$ cat src/logic/fsw_pkg.sv
// Package for the floating-point status word block: field layout,
// operation classes and the packed records passed across its ports.
// Assumes a single processor clock domain.
`default_nettype none
package fsw_pkg;

    localparam int FSW_WIDTH       = 16;
    localparam int FSW_FLAG_LO     = 0;
    localparam int FSW_FLAG_HI     = 5;
    localparam int FSW_STACK_FAULT = 6;
    localparam int FSW_SUMMARY     = 7;
    localparam int FSW_COND_ZERO   = 8;
    localparam int FSW_COND_ONE    = 9;
    localparam int FSW_COND_TWO    = 10;
    localparam int FSW_HEAD_LO     = 11;
    localparam int FSW_HEAD_HI     = 13;
    localparam int FSW_COND_THREE  = 14;
    localparam int FSW_MIRROR      = 15;
    localparam int FSW_NUM_FLAGS   = 6;

    localparam logic [2:0] FSW_HEAD_RESET  = 3'h0;
    localparam logic [3:0] FSW_COND_RESET  = 4'h0;
    localparam logic [5:0] FSW_FLAG_RESET  = 6'h00;
    localparam logic [5:0] FSW_MASK_RESET  = 6'h3F;

    // Operation classes as seen by the status word
    typedef enum logic [3:0] {
        FSW_OP_NONE,
        FSW_OP_COMPARE,
        FSW_OP_COMPARE_FLAGS,
        FSW_OP_CLASSIFY,
        FSW_OP_REMAINDER,
        FSW_OP_TRIG,
        FSW_OP_ARITH,
        FSW_OP_LOAD,
        FSW_OP_PUSH_LOAD,
        FSW_OP_HEAD_INC,
        FSW_OP_HEAD_DEC,
        FSW_OP_ENV_LOAD,
        FSW_OP_NO_COND,
        FSW_OP_EXC_CLEAR,
        FSW_OP_INIT,
        FSW_OP_STATE_SAVE
    } fsw_op_e;

    // One retiring operation and its outcome
    typedef struct packed {
        logic       valid;
        fsw_op_e    op;
        logic [3:0] cond;      // c3,c2,c1,c0 result from the datapath
        logic [5:0] events;    // exceptions detected by this operation
        logic       stackFault;
        logic       overflowDir; // 1 overflow, 0 underflow
        logic       roundUp;
        logic       popHead;   // store-and-pop increments the head
        logic [15:0] image;    // memory image for environment loads
    } fsw_op_s;

    typedef struct packed {
        logic        valid;
        logic        toAccum;  // status store to the accumulator
        logic [15:0] word;
    } fsw_store_s;

endpackage
`default_nettype wire

$ cat src/logic/fsw_status_word.sv
// Floating-point status word: stack head, condition bits, sticky
// exception flags, stack fault, unmasked-fault summary and mirror.
// Assumes one retiring operation per cycle from the execution logic.
`timescale 1ns/100ps
`default_nettype none

// Function
// - Keep a 16-bit status word updated after each floating-point operation.
// - Whole word storable by store, env-store, save; also to accumulator.
// - Bits 13..11 hold the stack head pointer, range 0 to 7.
// - Compares write c0,c3 result, c2 unordered, c1 zero unless stack fault.
// - On stack fault c1 is 1 for overflow, 0 for underflow.
// - With inexact set, c1 shows whether final rounding went upward.
// - Classify puts sign in c1 and class in the other bits.
// - Remainder sets c2 if incomplete, else quotient bits in c0,c3,c1.
// - Trig ops set c2 when out of range; c1 undefined then.
// - Arithmetic ops leave c0,c2,c3 undefined; c1 is roundup or fault.
// - Load-type ops leave three bits undefined; c1 zero unless fault.
// - Environment load loads condition bits from memory.
// - After no-condition ops bits are undefined; nobody relies on them.
// - Bits 5..0 are six sticky exception flags since last clear.
// - Summary bit 7 set while any unmasked flag is set.
// - Masked exceptions still set their flag but not the summary.
// - Flags stay set until clear, init, save, or overwritten by an environment load.
// - Bit 15 always mirrors the summary bit.
// - Bit 6 stack fault set on overflow/underflow, not cleared by invalid.
// - Stack fault stays set until init, clear, save, or overwritten by an environment load.
// - Push load decrements head first, wrapping 0 to 7.
// - Control word bits 5..0 mask the six exception flags.
module fsw_status_word
    import fsw_pkg::*;
(
    input  wire logic        clk,
    input  wire logic        rst_n,
    input  wire fsw_op_s     opIn,
    input  wire logic [5:0]  exceptionMask,
    input  wire logic        storeReq,
    input  wire logic        storeToAccum,
    output fsw_store_s       storeOut,
    output logic [15:0]      statusWord,
    output logic             handlerReq
);

    logic [2:0] stackHead;
    logic [3:0] cond;        // {c3,c2,c1,c0}
    logic [5:0] flags;
    logic       stackFault;
    logic       summary;

    logic [2:0] next_stackHead;
    logic [3:0] next_cond;
    logic [5:0] next_flags;
    logic       next_stackFault;
    logic       next_summary;

    // Operation decode
    wire opValid   = opIn.valid;
    wire isEnvLoad = opValid && (opIn.op == FSW_OP_ENV_LOAD);
    wire isClear   = opValid && (opIn.op == FSW_OP_EXC_CLEAR
                             || opIn.op == FSW_OP_INIT
                             || opIn.op == FSW_OP_STATE_SAVE);
    wire isInit    = opValid && (opIn.op == FSW_OP_INIT
                             || opIn.op == FSW_OP_STATE_SAVE);
    wire opFault   = opValid && opIn.stackFault;
    wire [5:0] opEvents = opValid ? opIn.events : 6'h00;
    wire inexactNow = opEvents[FSW_FLAG_HI];

    // Fault or round-up driven c1
    wire faultOrRound = opFault ? opIn.overflowDir
                      : (inexactNow & opIn.roundUp);
    wire faultOrZero  = opFault ? opIn.overflowDir : 1'b0;

    // Condition bits per operation class
    always_comb begin
        next_cond = cond;
        if (opValid) begin
            unique case (opIn.op)
                FSW_OP_COMPARE: begin
                    next_cond = {opIn.cond[3], opIn.cond[2], faultOrZero,
                                 opIn.cond[0]};
                end
                FSW_OP_COMPARE_FLAGS: begin
                    // Result goes elsewhere; only c1 carries the fault
                    next_cond = {1'b0, 1'b0, faultOrZero, 1'b0};
                end
                FSW_OP_CLASSIFY: begin
                    next_cond = opIn.cond;
                end
                FSW_OP_REMAINDER: begin
                    if (opIn.cond[2]) begin
                        next_cond = {1'b0, 1'b1, faultOrZero, 1'b0};
                    end else begin
                        next_cond = {opIn.cond[3], 1'b0,
                                     opFault ? opIn.overflowDir
                                             : opIn.cond[1],
                                     opIn.cond[0]};
                    end
                end
                FSW_OP_TRIG: begin
                    // Undefined c1 driven low when out of range
                    next_cond = {1'b0, opIn.cond[2],
                                 opIn.cond[2] ? 1'b0 : faultOrRound,
                                 1'b0};
                end
                FSW_OP_ARITH: begin
                    next_cond = {1'b0, 1'b0, faultOrRound, 1'b0};
                end
                FSW_OP_LOAD, FSW_OP_PUSH_LOAD,
                FSW_OP_HEAD_INC, FSW_OP_HEAD_DEC: begin
                    next_cond = {1'b0, 1'b0, faultOrZero, 1'b0};
                end
                FSW_OP_ENV_LOAD: begin
                    next_cond = {opIn.image[FSW_COND_THREE],
                                 opIn.image[FSW_COND_TWO],
                                 opIn.image[FSW_COND_ONE],
                                 opIn.image[FSW_COND_ZERO]};
                end
                FSW_OP_NO_COND, FSW_OP_EXC_CLEAR: begin
                    next_cond = FSW_COND_RESET;
                end
                FSW_OP_INIT, FSW_OP_STATE_SAVE: begin
                    next_cond = FSW_COND_RESET;
                end
                FSW_OP_NONE: begin
                    next_cond = cond;
                end
            endcase
        end
    end

    // Stack head pointer; 3-bit arithmetic wraps 0 to 7
    always_comb begin
        next_stackHead = stackHead;
        if (isInit) begin
            next_stackHead = FSW_HEAD_RESET;
        end else if (isEnvLoad) begin
            next_stackHead = opIn.image[FSW_HEAD_HI:FSW_HEAD_LO];
        end else if (opValid && (opIn.op == FSW_OP_PUSH_LOAD
                              || opIn.op == FSW_OP_HEAD_DEC)) begin
            next_stackHead = stackHead - 3'h1;
        end else if (opValid && (opIn.op == FSW_OP_HEAD_INC
                              || opIn.popHead)) begin
            next_stackHead = stackHead + 3'h1;
        end
    end

    // Sticky flags: new events win over a clear in the same cycle
    always_comb begin
        if (isEnvLoad) begin
            next_flags      = opIn.image[FSW_FLAG_HI:FSW_FLAG_LO];
            next_stackFault = opIn.image[FSW_STACK_FAULT];
        end else begin
            next_flags      = (isClear ? FSW_FLAG_RESET : flags)
                            | opEvents;
            // Invalid without a stack fault leaves this bit alone
            next_stackFault = (isClear ? 1'b0 : stackFault)
                            | opFault;
        end
    end

    // Masked exceptions still flag but never raise the summary
    wire [5:0] unmasked = next_flags & ~exceptionMask;
    assign next_summary = |unmasked;

    always_ff @(posedge clk or negedge rst_n) begin
        if (!rst_n) begin
            stackHead  <= FSW_HEAD_RESET;
            cond       <= FSW_COND_RESET;
            flags      <= FSW_FLAG_RESET;
            stackFault <= 1'b0;
            summary    <= 1'b0;
        end else begin
            stackHead  <= next_stackHead;
            cond       <= next_cond;
            flags      <= next_flags;
            stackFault <= next_stackFault;
            summary    <= next_summary;
        end
    end

    // Assembled word, mirror bit follows the summary
    wire [15:0] wordNow = {summary, cond[3], stackHead, cond[2], cond[1],
                           cond[0], summary, stackFault, flags};

    always_ff @(posedge clk or negedge rst_n) begin
        if (!rst_n) begin
            statusWord <= 16'h0000;
            handlerReq <= 1'b0;
            storeOut   <= '0;
        end else begin
            statusWord <= {next_summary, next_cond[3], next_stackHead,
                           next_cond[2:0], next_summary, next_stackFault,
                           next_flags};
            handlerReq <= next_summary;
            storeOut.valid   <= storeReq;
            storeOut.toAccum <= storeReq & storeToAccum;
            storeOut.word    <= wordNow;
        end
    end

endmodule
`default_nettype wire

$ cat config.mk
export PLATFORM = sky130hd
export DESIGN_NAME = fsw_status_word
export DESIGN_NICKNAME = d
export VERILOG_FILES = /design/src/logic/fsw_pkg.sv /design/src/logic/fsw_status_word.sv
export SDC_FILE = /design/constraint.sdc
export NUM_CORES = 1
export LEC_CHECK = 0
export ABC_AREA = 0
export BUFFER_PORTS_ARGS = -buffer_cell sky130_fd_sc_hd__buf_2
export CAP_MARGIN = 20
export CORE_UTILIZATION = 30
export CTS_CLUSTER_DIAMETER = 150
export DETAILED_ROUTE_END_ITERATION = 10
export PLACE_DENSITY = 0.55
export SYNTH_ARGS = -nofsm -noshare
export SYNTH_HDL_FRONTEND = slang
export SYNTH_SLANG_ARGS = --single-unit
$ cat constraint.sdc
create_clock -name clk -period 1.6 [get_ports clk]
set_input_delay 0.08 -clock clk [delete_from_list [all_inputs] [get_ports clk]]
set_output_delay 0.08 -clock clk [all_outputs]
set_load 0.1 [all_outputs]
# Yosys cells after proc, flatten, opt, wreduce, memory -nomap -nowiden
# Index checks and enable logic that the tools add are counted.
[classes]
addsub = 2
eq_ne = 15
n_mux = 16
bitwise = 6
n_reduce_logical = 15
[op_table]
columns = ["op", "count"]
rows = [
  ["$pmux 4 s9", 1],
  ["$eq 4x4->1 const B", 8],
  ["$mux 6", 3],
  ["$eq 4x3->1 const B", 4],
  ["$mux 3", 4],
  ["$eq 4x2->1 const B", 2],
  ["$mux 4", 2],
  ["$and 6x6->6", 1],
  ["$logic_and 1x1->1", 6],
  ["$mux 1", 6],
  ["$not 6->6", 1],
  ["$or 6x6->6", 1],
  ["$reduce_or 6->1", 1],
  ["$logic_or 1x1->1", 5],
  ["$reduce_or 5->1", 1],
  ["$eq 4x1->1 const B", 1],
  ["$logic_not 4->1", 1],
  ["$reduce_or 4->1", 1],
  ["$add 3x1->3 const B", 1],
  ["$sub 3x1->3 const B", 1],
  ["$and 1x1->1", 2],
  ["$or 1x1->1", 1],
]
[totals]
reg_bits = 49
input_bits = 45
output_inout_bits = 35

# Longest topological paths before layout
[logic_depth]
ltp_word = 9
depth_mapped = 7
ltp_nobuf = 5

# Worst setup path before layout
# No wires, ideal clock.
[synth_path]
path_kind = "flip-flop to flip-flop"
startpoint = "reg statusWord[11] (netlist name)"
endpoint = "reg statusWord[13]"
setup_ns = 0.110
arrival_ns = 1.969
required_time_ns = 1.490
setup_slack_ns = -0.479
path_stages_with_launch = 6
path_buffers = 0
period_less_slack_ns = 2.079
path_cell_list = "dfrtp_1 > inv_1 > ha_1 > o41ai_1 > a21oi_1 > o41ai_1"
[synth_rtl]
columns = ["item", "line_no", "text"]
rows = [
  ["end signal: assignment", "fsw_status_word.sv:191", "statusWord <= {next_summary, next_cond[3], next_stackHead,"],
  ["end: declaration", "fsw_status_word.sv:40", "output logic [15:0] statusWord,"],
]

==> impl_metrics.csv <==
group,metric,value,unit
worst_setup_path,critPathKind,"reg2reg",
grt,grt_overflow,0,
routing,num_vias,1375,
synthesis,syn_avg_cell_area,10.4,µm²
routing,dr.pass1.iters,4,
timing,post-route-period-util,0.932,
synthesis,synth_cells,146,
worst_setup_path,crit_path_top_delay_cell,"dfrtp_4",
worst_setup_path,worst_setup_path_start_kind,"register",
routing,drc,0,
clock_tree,cts_max_path_buffers,2,
worst_setup_path,cpPeakStageDelay,500,ps
die,die_w,73.1,µm
routing,drt_first_iter_violations,25,
timing,finClkSkew,4.70,ps
timing,fmax,671,MHz
clock_tree,ctsResizeCount,0,
die,die_h,73.1,µm
grt,antenna_found_initial,0,
clock_tree,clock-root-buffer,"clkbuf_8",
grt,grt_pass1_wl,6.18,mm
timing,maxSlewHeadroom,0.528,
clock_tree,cts_tree,"built",
worst_setup_path,worstPathRequired,1770,ps
cells_and_area,nets,278,
routing,wire_per_inst,12.8,µm
grt,grt_max_degree,33,
synthesis,yosysSeqAreaShare,0.528,
synthesis,async_flop_share,1.00,
synthesis,synth.most_common_cell,"dfrtp_1",
synthesis,synth_enable_flop_cells,0,
timing,finalHoldViolCount,0,
timing,final_max_slew_viol_count,0,
placement,hpwl,2.97,mm
die,core.rowCount,25,
routing,final_antenna_net_count,0,
synthesis,yosys-top-cells-area,"dfrtp_1 53%, nand2_1 3.7%, a21oi_1 3.3%, o21ai_0 3.0%, buf_4 2.5%",
synthesis,ys_ff_latch,32,
cells_and_area,drive_gt1_frac,0.461,
grt,grt_pass1_vias,1347,
cells_and_area,syn2layout_area_growth,40.6,%
synthesis,yosysTopAreaCellShare,0.528,
power_and_ir_drop,p_leak,1.03,nW
flow_run,maxCapViolCount,0,
routing,totalWireLength,3.84,mm
synthesis,ys.warnings.count,0,
min_path,hold_path.class,"in2reg",
placement,globalplace.congestion,0.773,
synthesis,synth.cell_area,1520,µm²
clock_tree,clk_latency,280,ps
timing,tns,0,ps
clock_tree,post_cts.repair.setup_buffers,0,
synthesis,synth_common_cells,"32 x dfrtp_1, 15 x nand2_1, 10 x a21oi_1",
timing,min_period,1490,ps
timing,hold-worst-slack,8.23,ps
routing,via_per_inst,4.60,
synthesis,yosysTopAreaCell,"dfrtp_1",
clock_tree,cts_num_sinks,32,
worst_setup_path,arrival,1660,ps
die,initial_core_util,0.317,
worst_setup_path,cp_max_fo,5,
timing,setup_viol,0,
power_and_ir_drop,power.density,1330,nW/µm²
synthesis,synthFlopType,"dfrtp_1",
clock_tree,clk_pin_slew,60,ps
timing,worst_pin_slew,709,ps
die,core-area,4790,µm²
clock_tree,cts_max_level,2,
grt,grtUsageTotal,0.154,
placement,io_buffers,77,
worst_setup_path,path_buf_inv,1,
status,status,"finished, final reports clean",
worst_setup_path,cp_top_family,"compound AO/OA/AOI/OAI gates",
worst_setup_path,path_cells,"inv_1, ha_1, o41ai_2, a21oi_1, o31ai_1",
clock_tree,cts_buffers,5,
synthesis,ys_types,44,
cells_and_area,antenna_cells,0,
power_and_ir_drop,ir_drop,0.686,mV
worst_setup_path,endpoint_kind,"register",
timing,rsz0062_at_grt,"false",
die,io_pins,80,
die,dieArea,5350,µm²
synthesis,syn_nets,193,
## power breakdown
part | internal, mW | switching (mW)
Sequential | 0.907 | 0.0474
Clock | 0.462 | 0.285
Combinational | 0.210 | 0.935
Total | 1.58 | 1.27
## worst reg2reg max path: stages (launching register included)
cell and delay [ps]:
dfrtp_4 500, inv_1 60, ha_1 240, o41ai_2 290, a21oi_1 70, o31ai_1 230
## area by class of cell
type | instances | area, µm²
timing repair buffer | 90 | 488
fill | 470 | 2650
inverter | 10 | 37.5
sequential | 32 | 810
clock buffer | 6 | 72.6
tap | 67 | 83.8
clock inverter | 2 | 35.0
multi-input combinational | 92 | 607
## cells in the final DEF, fill, tap and decap left out, types with 3 or more instances in the layout
cell type	instances
buf_2	77
dfrtp_1	29
nand2_1	15
buf_4	11
a21oi_1	10
o21ai_0	9
inv_1	8
nor2_1	5
clkbuf_8	5
o21ai_1	4
o2bb2ai_1	3
o22ai_1	3
nor3_1	3
nor2b_1	3
## state kept, by name (all words and copies together), names as in the netlist
name        cells
storeOut       17
statusWord     15
## final timing paths
check                               start              to  slack [ps]  cells past startpoint
setup / recovery           statusWord[12]  statusWord[12]         110                      5
hold / removal               storeToAccum    storeOut[16]           8                      2
setup reg to reg           statusWord[12]  statusWord[12]         110                      5
hold reg to reg             statusWord[3]     storeOut[3]         400                      0
max in group asynchronous           rst_n  statusWord[12]         670                      2
min in group asynchronous           rst_n     storeOut[2]         400                      2
## through the flow
stage	worst slack, ps	util	instances	area, µm²	power (mW)
after detailed placement	-17.7	0.419	289	2010	2.12
final	109	0.446	299	2130	2.85
after global placement	55.3	0.419	289	2010	2.12
after global routing	5.50	0.446	299	2130	2.96
after floorplan	-13.9	-	146	1540	1.89
after CTS	43.2	0.446	299	2130	2.88
## metal layers
layer / part of all wire / up-vias / track usage
met5: 0 / - / 0
met4: 0.016 / 0 / 0.0588
met3: 0.042 / 6 / 0.0387
met2: 0.51 / 34 / 0.258
met1: 0.43 / 641 / 0.189
li1: - / 694 / -
## cell families after synthesis
| family | Yosys count | share of synthesized area |
|---|---|---|
| AO/OA/AOI/OAI | 53 | 0.242 |
| XOR/XNOR | 1 | 0.00577 |
| adder cells (fa/ha/maj) | 2 | 0.0165 |
| buffers and inverters | 22 | 0.0824 |
| flip-flops | 32 | 0.528 |
| AND/OR/NAND/NOR | 36 | 0.125 |
## repair_timing
item,in CTS,in global routing
endpoints found under the hold margin,33,0
hold buffers,2,0
endpoints found under the setup margin,0,1
Power figures use the tool's default switching activity.
